<file path="src/hdl/sys_reset_params.svh">
// constants of the reset and break status register bank
// assumes an 8-bit cpu register port and a 20 MHz system clock
// Function
// - reading reset source register clears it
// - power-on sets its flag, clears others
// - flags accumulate, later resets other than power-on never clear
// - drive reset pin low during internal resets
// - sample pin 32 oscillator cycles after release
// - external pin reset sets pin flag
// - watchdog reset sets watchdog flag
// - illegal opcode reset sets its flag
// - illegal address flag only for opcode fetches
// - usb bus reset sets usb flag
// - low voltage reset sets its flag
// - break ending wait sets break wait flag
// - break status register for emulation only
// - break clear enable gates flag clearing
// - two-step clears stay protected in break
// - flag cleared in break stays cleared
`ifndef SYS_RESET_PARAMS_SVH
`define SYS_RESET_PARAMS_SVH
`define ADDR_BREAK_STATUS        16'hFE00
`define ADDR_RESET_SOURCE        16'hFE01
`define ADDR_BREAK_FLAG_CONTROL  16'hFE03
`define BIT_BREAK_WAIT           1
`define BIT_LOW_VOLTAGE          1
`define BIT_USB                  2
`define BIT_ILLEGAL_ADDRESS      3
`define BIT_ILLEGAL_OPCODE       4
`define BIT_WATCHDOG             5
`define BIT_PIN                  6
`define BIT_POWER_ON             7
`define BIT_BREAK_CLEAR_ENABLE   7
`define RESET_SOURCE_POR_VALUE   8'h80
`define PIN_SAMPLE_OSC_CYCLES    32
`define PIN_STRETCH_CYCLES       32
`endif

</file>
<file path="src/hdl/sys_reset_pkg.sv">
// types of the reset and break status register bank
// assumes the params header is compiled alongside
package sys_reset_pkg;
   typedef enum logic [2:0]
   {
      PIN_IDLE   = 3'b001,
      PIN_DRIVE  = 3'b010,
      PIN_SAMPLE = 3'b100
   } pin_state_t;
endpackage

</file>
<file path="src/hdl/pin_sampler_if.sv">
// carrier between the bank and its reset pin sequencer
// assumes one clock domain
`timescale 1ns/10ps
`default_nettype none
interface pin_sampler_if;
   logic start;
   logic pin_low_late;
   logic drive_low;
   modport bank (output start, input pin_low_late, input drive_low);
   modport seq  (input start, output pin_low_late, output drive_low);
endinterface
`default_nettype wire

</file>
<file path="src/hdl/reset_pin_sequencer.sv">
// drives the reset pin low for an internal reset, then samples it later
// assumes rst_pin_sync is already synchronised to clk_sys
`timescale 1ns/10ps
`default_nettype none
`include "sys_reset_params.svh"
module reset_pin_sequencer
   import sys_reset_pkg::*;
#(
   parameter int STRETCH = `PIN_STRETCH_CYCLES,
   parameter int SAMPLE  = `PIN_SAMPLE_OSC_CYCLES
)
(
   input  wire logic   clk_sys,
   input  wire logic   sys_rst,
   input  wire logic   rst_pin_sync,
   pin_sampler_if.seq  ps
);
   pin_state_t state;
   pin_state_t next_state;
   logic [7:0] count;
   logic [7:0] next_count;
   logic       next_low_late;
   logic       low_late;

   ////////////////////////////////////////////////////////////////////////
   always_comb
   begin
      next_state    = state;
      next_count    = count;
      next_low_late = 1'b0;
      case (state)
         PIN_IDLE:
         begin
            if (ps.start)
            begin
               next_state = PIN_DRIVE;
               next_count = 8'(STRETCH - 1);
            end
         end
         PIN_DRIVE:
         begin
            if (count == 8'h00)
            begin
               next_state = PIN_SAMPLE;
               next_count = 8'(SAMPLE - 1);
            end
            else
               next_count = count - 8'h01;
         end
         PIN_SAMPLE:
         begin
            // a new internal reset inside the sample window must pull the pin again
            if (ps.start)
            begin
               next_state = PIN_DRIVE;
               next_count = 8'(STRETCH - 1);
            end
            else if (count == 8'h00)
            begin
               next_state    = PIN_IDLE;
               next_low_late = ~rst_pin_sync;
            end
            else
               next_count = count - 8'h01;
         end
         default:
            next_state = PIN_IDLE;
      endcase
   end

   always_ff @(posedge clk_sys or posedge sys_rst)
   begin
      if (sys_rst)
      begin
         state    <= PIN_DRIVE;
         count    <= 8'(STRETCH - 1);
         low_late <= 1'b0;
      end
      else
      begin
         state    <= next_state;
         count    <= next_count;
         low_late <= next_low_late;
      end
   end

   assign ps.drive_low    = (state == PIN_DRIVE);
   assign ps.pin_low_late = low_late;
endmodule
`default_nettype wire

</file>
<file path="src/hdl/system_reset_break_status_regs.sv">
// reset source, break status and break flag control registers
// assumes reset causes arrive as one-cycle pulses on clk_sys
`timescale 1ns/10ps
`default_nettype none
`include "sys_reset_params.svh"
module system_reset_break_status_regs
   import sys_reset_pkg::*;
(
   input  wire logic        clk_sys,
   input  wire logic        sys_rst,
   input  wire logic        power_on_event,
   input  wire logic        pin_reset_event,
   input  wire logic        watchdog_event,
   input  wire logic        illegal_opcode_event,
   input  wire logic        illegal_address_event,
   input  wire logic        illegal_address_is_fetch,
   input  wire logic        usb_reset_event,
   input  wire logic        low_voltage_event,
   input  wire logic        wait_exit_event,
   input  wire logic        wait_exit_by_break,
   input  wire logic        break_state,
   input  wire logic        rst_pin_in,
   output logic             rst_pin_out,
   output logic             rst_pin_oe,
   output logic             reset_request_n,
   input  wire logic [15:0] cpu_addr,
   input  wire logic        cpu_rd,
   input  wire logic        cpu_wr,
   input  wire logic [7:0]  cpu_wdata,
   output logic      [7:0]  cpu_rdata,
   output logic             flag_clear_allowed
);
   pin_sampler_if ps ();
   logic       pin_meta;
   logic       pin_sync;
   logic [7:0] reset_source;
   logic [7:0] next_reset_source;
   logic       break_wait;
   logic       next_break_wait;
   logic       clear_enable;
   logic       next_clear_enable;
   logic [7:0] next_rdata;
   logic       any_internal;
   logic       sel_bs;
   logic       sel_rs;
   logic       sel_fc;

   ////////////////////////////////////////////////////////////////////////
   // reset pin synchroniser
   always_ff @(posedge clk_sys or posedge sys_rst)
   begin
      if (sys_rst)
      begin
         pin_meta <= 1'b1;
         pin_sync <= 1'b1;
      end
      else
      begin
         pin_meta <= rst_pin_in;
         pin_sync <= pin_meta;
      end
   end

   reset_pin_sequencer u_seq
   (
      .clk_sys      (clk_sys),
      .sys_rst      (sys_rst),
      .rst_pin_sync (pin_sync),
      .ps           (ps.seq)
   );

   // open drain: only ever pull low
   assign rst_pin_out     = 1'b0;
   assign rst_pin_oe      = ps.drive_low;
   assign reset_request_n = ~ps.drive_low;

   ////////////////////////////////////////////////////////////////////////
   // decode
   assign sel_bs = (cpu_addr == `ADDR_BREAK_STATUS);
   assign sel_rs = (cpu_addr == `ADDR_RESET_SOURCE);
   assign sel_fc = (cpu_addr == `ADDR_BREAK_FLAG_CONTROL);

   // watchdog etc pulse the pin; pin reset itself does not restart it
   assign any_internal = watchdog_event | illegal_opcode_event | usb_reset_event
                       | low_voltage_event | (illegal_address_event & illegal_address_is_fetch);
   assign ps.start = any_internal;

   // other modules clear flags only outside break or when enabled
   assign flag_clear_allowed = ~break_state | clear_enable;

   ////////////////////////////////////////////////////////////////////////
   always_comb
   begin
      next_reset_source = reset_source;
      next_break_wait   = break_wait;
      next_clear_enable = clear_enable;
      next_rdata        = 8'h00;
      // read returns pre-clear value, clear applied in same edge
      if (cpu_rd)
      begin
         if (sel_bs)
            next_rdata[`BIT_BREAK_WAIT] = break_wait;
         else if (sel_rs)
            next_rdata = reset_source;
         else if (sel_fc)
            next_rdata[`BIT_BREAK_CLEAR_ENABLE] = clear_enable;
      end
      // limitation: reading in break with clearing disabled keeps flags
      if (cpu_rd && sel_rs && flag_clear_allowed)
         next_reset_source = 8'h00;
      if (cpu_wr && sel_fc)
         next_clear_enable = cpu_wdata[`BIT_BREAK_CLEAR_ENABLE];
      // break wait flag cleared by writing zero, only when allowed
      if (cpu_wr && sel_bs && flag_clear_allowed && !cpu_wdata[`BIT_BREAK_WAIT])
         next_break_wait = 1'b0;
      // sets win over clears; flags accumulate, except power-on clears the others
      if (pin_reset_event || ps.pin_low_late)
         next_reset_source[`BIT_PIN] = 1'b1;
      if (watchdog_event)
         next_reset_source[`BIT_WATCHDOG] = 1'b1;
      if (illegal_opcode_event)
         next_reset_source[`BIT_ILLEGAL_OPCODE] = 1'b1;
      if (illegal_address_event && illegal_address_is_fetch)
         next_reset_source[`BIT_ILLEGAL_ADDRESS] = 1'b1;
      if (usb_reset_event)
         next_reset_source[`BIT_USB] = 1'b1;
      if (low_voltage_event)
         next_reset_source[`BIT_LOW_VOLTAGE] = 1'b1;
      if (wait_exit_event && wait_exit_by_break)
         next_break_wait = 1'b1;
      next_reset_source[0] = 1'b0;
      if (power_on_event)
         next_reset_source = `RESET_SOURCE_POR_VALUE;
   end

   always_ff @(posedge clk_sys or posedge sys_rst)
   begin
      if (sys_rst)
      begin
         reset_source <= `RESET_SOURCE_POR_VALUE;
         break_wait   <= 1'b0;
         clear_enable <= 1'b0;
         cpu_rdata    <= 8'h00;
      end
      else
      begin
         reset_source <= next_reset_source;
         break_wait   <= next_break_wait;
         clear_enable <= next_clear_enable;
         cpu_rdata    <= next_rdata;
      end
   end
endmodule
`default_nettype wire

</file>
<file path="config.mk">
export PLATFORM = sky130hd
export DESIGN_NAME = system_reset_break_status_regs
export DESIGN_NICKNAME = d
export VERILOG_FILES = /design/src/hdl/sys_reset_pkg.sv /design/src/hdl/pin_sampler_if.sv /design/src/hdl/reset_pin_sequencer.sv /design/src/hdl/system_reset_break_status_regs.sv
export VERILOG_INCLUDE_DIRS = /design/src /design/src/hdl
export SDC_FILE = /design/constraint.sdc
export NUM_CORES = 1
export LEC_CHECK = 0
export BUFFER_PORTS_ARGS = -buffer_cell sky130_fd_sc_hd__buf_2
export CORE_MARGIN = 4
export CORE_UTILIZATION = 45
export DETAILED_ROUTE_END_ITERATION = 10
export PLACE_DENSITY_LB_ADDON = 0.3
export SYNTH_ARGS = -nofsm -noshare
export SYNTH_HDL_FRONTEND = slang
export SYNTH_SLANG_ARGS = --single-unit
</file>
<file path="constraint.sdc">
create_clock -name clk_sys -period 4.4 [get_ports clk_sys]
set_clock_uncertainty 0.1 [all_clocks]
set_input_delay 0.22 -clock clk_sys [delete_from_list [all_inputs] [get_ports clk_sys]]
set_output_delay 0.22 -clock clk_sys [all_outputs]
set_load 0.005 [all_outputs]
</file>
==> metrics.md <==
| Metric | Value |
|---|---|
| WP data required | `4.52 ns` |
| Hold endpoint | `reset_source[5]$_DFFE_PP0P_` |
| Vias per std cell | `between 5 and 6` |
| Cts bufs inserted | `5` |
| DRT iter0 DRCs | `109` |
| Die ar. | `0.00432 mm^2` |
| Post-CTS sizing | `0` |
| CTS tree | `done` |
| Core box area | `approximately 0.0031 mm^2` |
| Worst Path Max Fanout | `7` |
| Status | `finished clean` |
| Worst hold stages | `3` |
| GRT Total Usage | `15.9%` |
| Syn Inst Count | `143` |
| CTS Hold Bufs | `4` |
| First-pass DRT Iterations | `4` |
| Reg2Reg Setup Slack | `2.31 ns` |
| Routed len/inst | `about 13 um` |
| Max-slew violations | `0` |
| N_diodes | `0` |
| Pwr dens | `390 mW/mm^2` |
| Post-synth cell types | `46` |
| Most frequent cells in the layout | `43 x buf_2, 21 x dfrtp_1, 15 x nor2_1` |
| Hold_ws | `0.0330 ns` |
| Max cap viols | `0` |
| Initial antenna violation count | `0` |
| Final min period | `2.09 ns` |
| Number of flops mapped to enable cells by yosys | `0` |
| Port Buffers | `43` |
| Mapped Avg Cell Area | `roughly 10 um^2` |
| DP Area | `0.00175 mm^2` |
| DIE HEIGHT | `65.7 um` |
| Critical Path End Type | `flip-flop` |
| Startpoint Class | `flip-flop` |
| Critical path class | `flip-flop to flip-flop` |
| Fmax | `478 MHz` |
| Ys flop type | `dfrtp_1` |
| Num ports | `52` |
| Reg-to-reg endpoint | `u_seq.count[5]$_DFFE_PP0P_` |
| DRC | `0` |
| Root Driver | `clkbuf_4` |
| Setup-failing EPs final | `0` |
| Area grow syn2layout | `22.6%` |
| Dpl hpwl | `roughly 2400 um` |
| Synthesized area | `0.00150 mm^2` |
| Post-Route WL | `~3200 um` |
| Most common cell after layout, fill and taps aside | `buf_2` |
| Worst reg2reg startpoint | `u_seq.count[0]$_DFFE_PP1P_` |
| Asr flop ratio synth | `100%` |
| Fillers | `between 200 and 300` |
| Worst-skew pair later-pin latency | `0.33 ns` |
| YS warnings | `0` |
| Fin Setup TNS | `0 ns` |
| CTS sink count | `30` |
| Setup Buffers After CTS | `0` |
| Worst Hold Class | `input pin to flip-flop` |
| Final Cell Area | `between 0.0015 and 0.002 mm^2` |
| Period utilization | `47.5%` |
| First-pass GRT wire length | `5170 um` |
| #FFs+latches synth | `30` |
| Largest net degree at the start of global routing | `31` |
| Htree depth | `2` |
| Arr. time, crit path | `2.21 ns` |
| Power, Total | `0.718 mW` |
| Leak | `0.883 nW` |
| Worst R2R Path Depth | `7` |
| Fin. Hold Viols | `0` |
| Grt ovf | `0` |
| Row cnt | `20` |
| Final ANT Viol Nets | `0` |
| Final #Nets | `between 200 and 250` |
| Number of global-route vias before repair | `1236` |
| Clock buffer depth | `2` |
| Placer Congestion | `0.871` |
| Layout cell share with drive strength beyond 1 | `35.9%` |
| Max IR drop VDD | `~230 uV` |
| RSZ-0062 raised after global routing | `no` |
| Starting Density | `48.0%` |
| Clock-pin transition on the worst setup and hold timing paths | `0.09 ns` |
| Seq/Total Area, Yosys | `50.8%` |
| Die Width | `65.7 um` |
| Worst hold path startpoint | `watchdog_event` |
| Vias | `1244` |
-- synthesized netlist by cell type (all sizes together), types with 2 or more instances --
master | n | area (um^2)
a21o | 2 | 22.5
a21oi | 9 | 60.1
a22oi | 4 | 30.0
a31oi | 2 | 12.5
and2 | 6 | 37.5
and4 | 2 | 17.5
buf | 3 | 26.3
clkbuf | 2 | 7.51
dfrtp | 21 | 526
dfstp | 9 | 236
ha | 2 | 25.0
inv | 11 | 41.3
mux2 | 2 | 26.3
mux2i | 3 | 30.0
nand2 | 7 | 36.3
nand2b | 2 | 12.5
nand3 | 4 | 20.0
nand4 | 2 | 12.5
nor2 | 15 | 56.3
nor3 | 6 | 30.0
nor3b | 2 | 15.0
nor4 | 4 | 25.0
o211a | 2 | 20.0
o22ai | 3 | 32.5
o2bb2ai | 3 | 26.3
or2 | 2 | 12.5
or3 | 4 | 25.0
-- cell families (layout without fill, tap and decap cells) --
kind of cell / Yosys count / after routing / share of synthesized area (%)
fa+ha+maj: 2 / 2 / 1.67
buf+inv: 16 / 67 / 5.00
mux: 5 / 5 / 3.75
flops: 30 / 30 / 50.8
simple gates: 60 / 60 / 22.0
compound gates: 29 / 29 / 16.5
other cells: 1 / 2 / 0.250
-- state kept, by name (all words and copies together) (netlist names) --
signal	cells
cpu_rdata	7
u_seq.state	3
reset_source	7
break_wait	1
u_seq.count	8
clear_enable	1
u_seq.ps.pin_low_late	1
pin_sync	1
pin_meta	1
-- per-stage QoR --
stage / worst slack [ns] / utilization [%] / std cells
after floorplan: 2.44 / - / 144
after global placement: 2.35 / 55.9 / 227
after detailed placement: 2.32 / 55.9 / 227
after CTS: 2.30 / 58.8 / 239
after global routing: 2.20 / 58.8 / 239
final: 2.31 / 58.8 / 239
-- worst max-delay path by stage --
| stage | startpoint | cells past startpoint | slack [ns] | to |
|---|---|---|---|---|
| 2_1_floorplan | u_seq.count[0]$_DFFE_PP1P_ | 8 | 2.44 | u_seq.count[5]$_DFFE_PP0P_ |
| 3_3_place_gp | u_seq.count[0]$_DFFE_PP1P_ | 7 | 2.35 | u_seq.count[5]$_DFFE_PP0P_ |
| 3_5_place_dp | u_seq.count[0]$_DFFE_PP1P_ | 7 | 2.32 | u_seq.count[5]$_DFFE_PP0P_ |
| 4_1_cts | u_seq.count[0]$_DFFE_PP1P_ | 7 | 2.30 | u_seq.count[5]$_DFFE_PP0P_ |
| 5_1_grt | u_seq.count[2]$_DFFE_PP1P_ | 5 | 2.20 | u_seq.count[5]$_DFFE_PP0P_ |
| 6_report | u_seq.count[0]$_DFFE_PP1P_ | 7 | 2.31 | u_seq.count[5]$_DFFE_PP0P_ |
-- power breakdown --
group | switching (mW) | total [mW] | internal (mW) | leakage, nW
clock | 0.0928 | 0.153 | 0.0607 | 0.0320
combinational | 0.118 | 0.221 | 0.103 | 0.479
sequential | 0.0278 | 0.344 | 0.316 | 0.372
total | 0.239 | 0.718 | 0.480 | 0.883
-- area by class of cell --
cell class                 count  area [um^2]  area share [%]
inverter                      11         41.3            2.24
clock buffer                   6         41.3            2.24
multi-input combinational     98          667            36.3
tap                           44         55.1            2.99
timing repair buffer          48          263            14.3
sequential                    30          762            41.4
clock inverter                 2         10.0           0.544
-- critical path: stages (launching register included) --
cell     delay [ns]
dfstp_2        0.56
inv_1          0.07
ha_1           0.20
and4_1         0.31
a21o_4         0.27
nand2_4        0.09
inv_2          0.06
a221o_1        0.34
-- per-layer routing --
layer | vias to the layer above | part of all wire, % | wire, um | track usage, %
met4 | 0 | 1.7 | 56 | 8.29
li1 | 615 | - | - | -
met1 | 593 | 42 | 1350 | 17.5
met5 | - | 0 | 0 | 0
met2 | 29 | 51 | 1630 | 27.7
met3 | 7 | 5.3 | 170 | 4.44
Power figures use the tool's default switching activity.
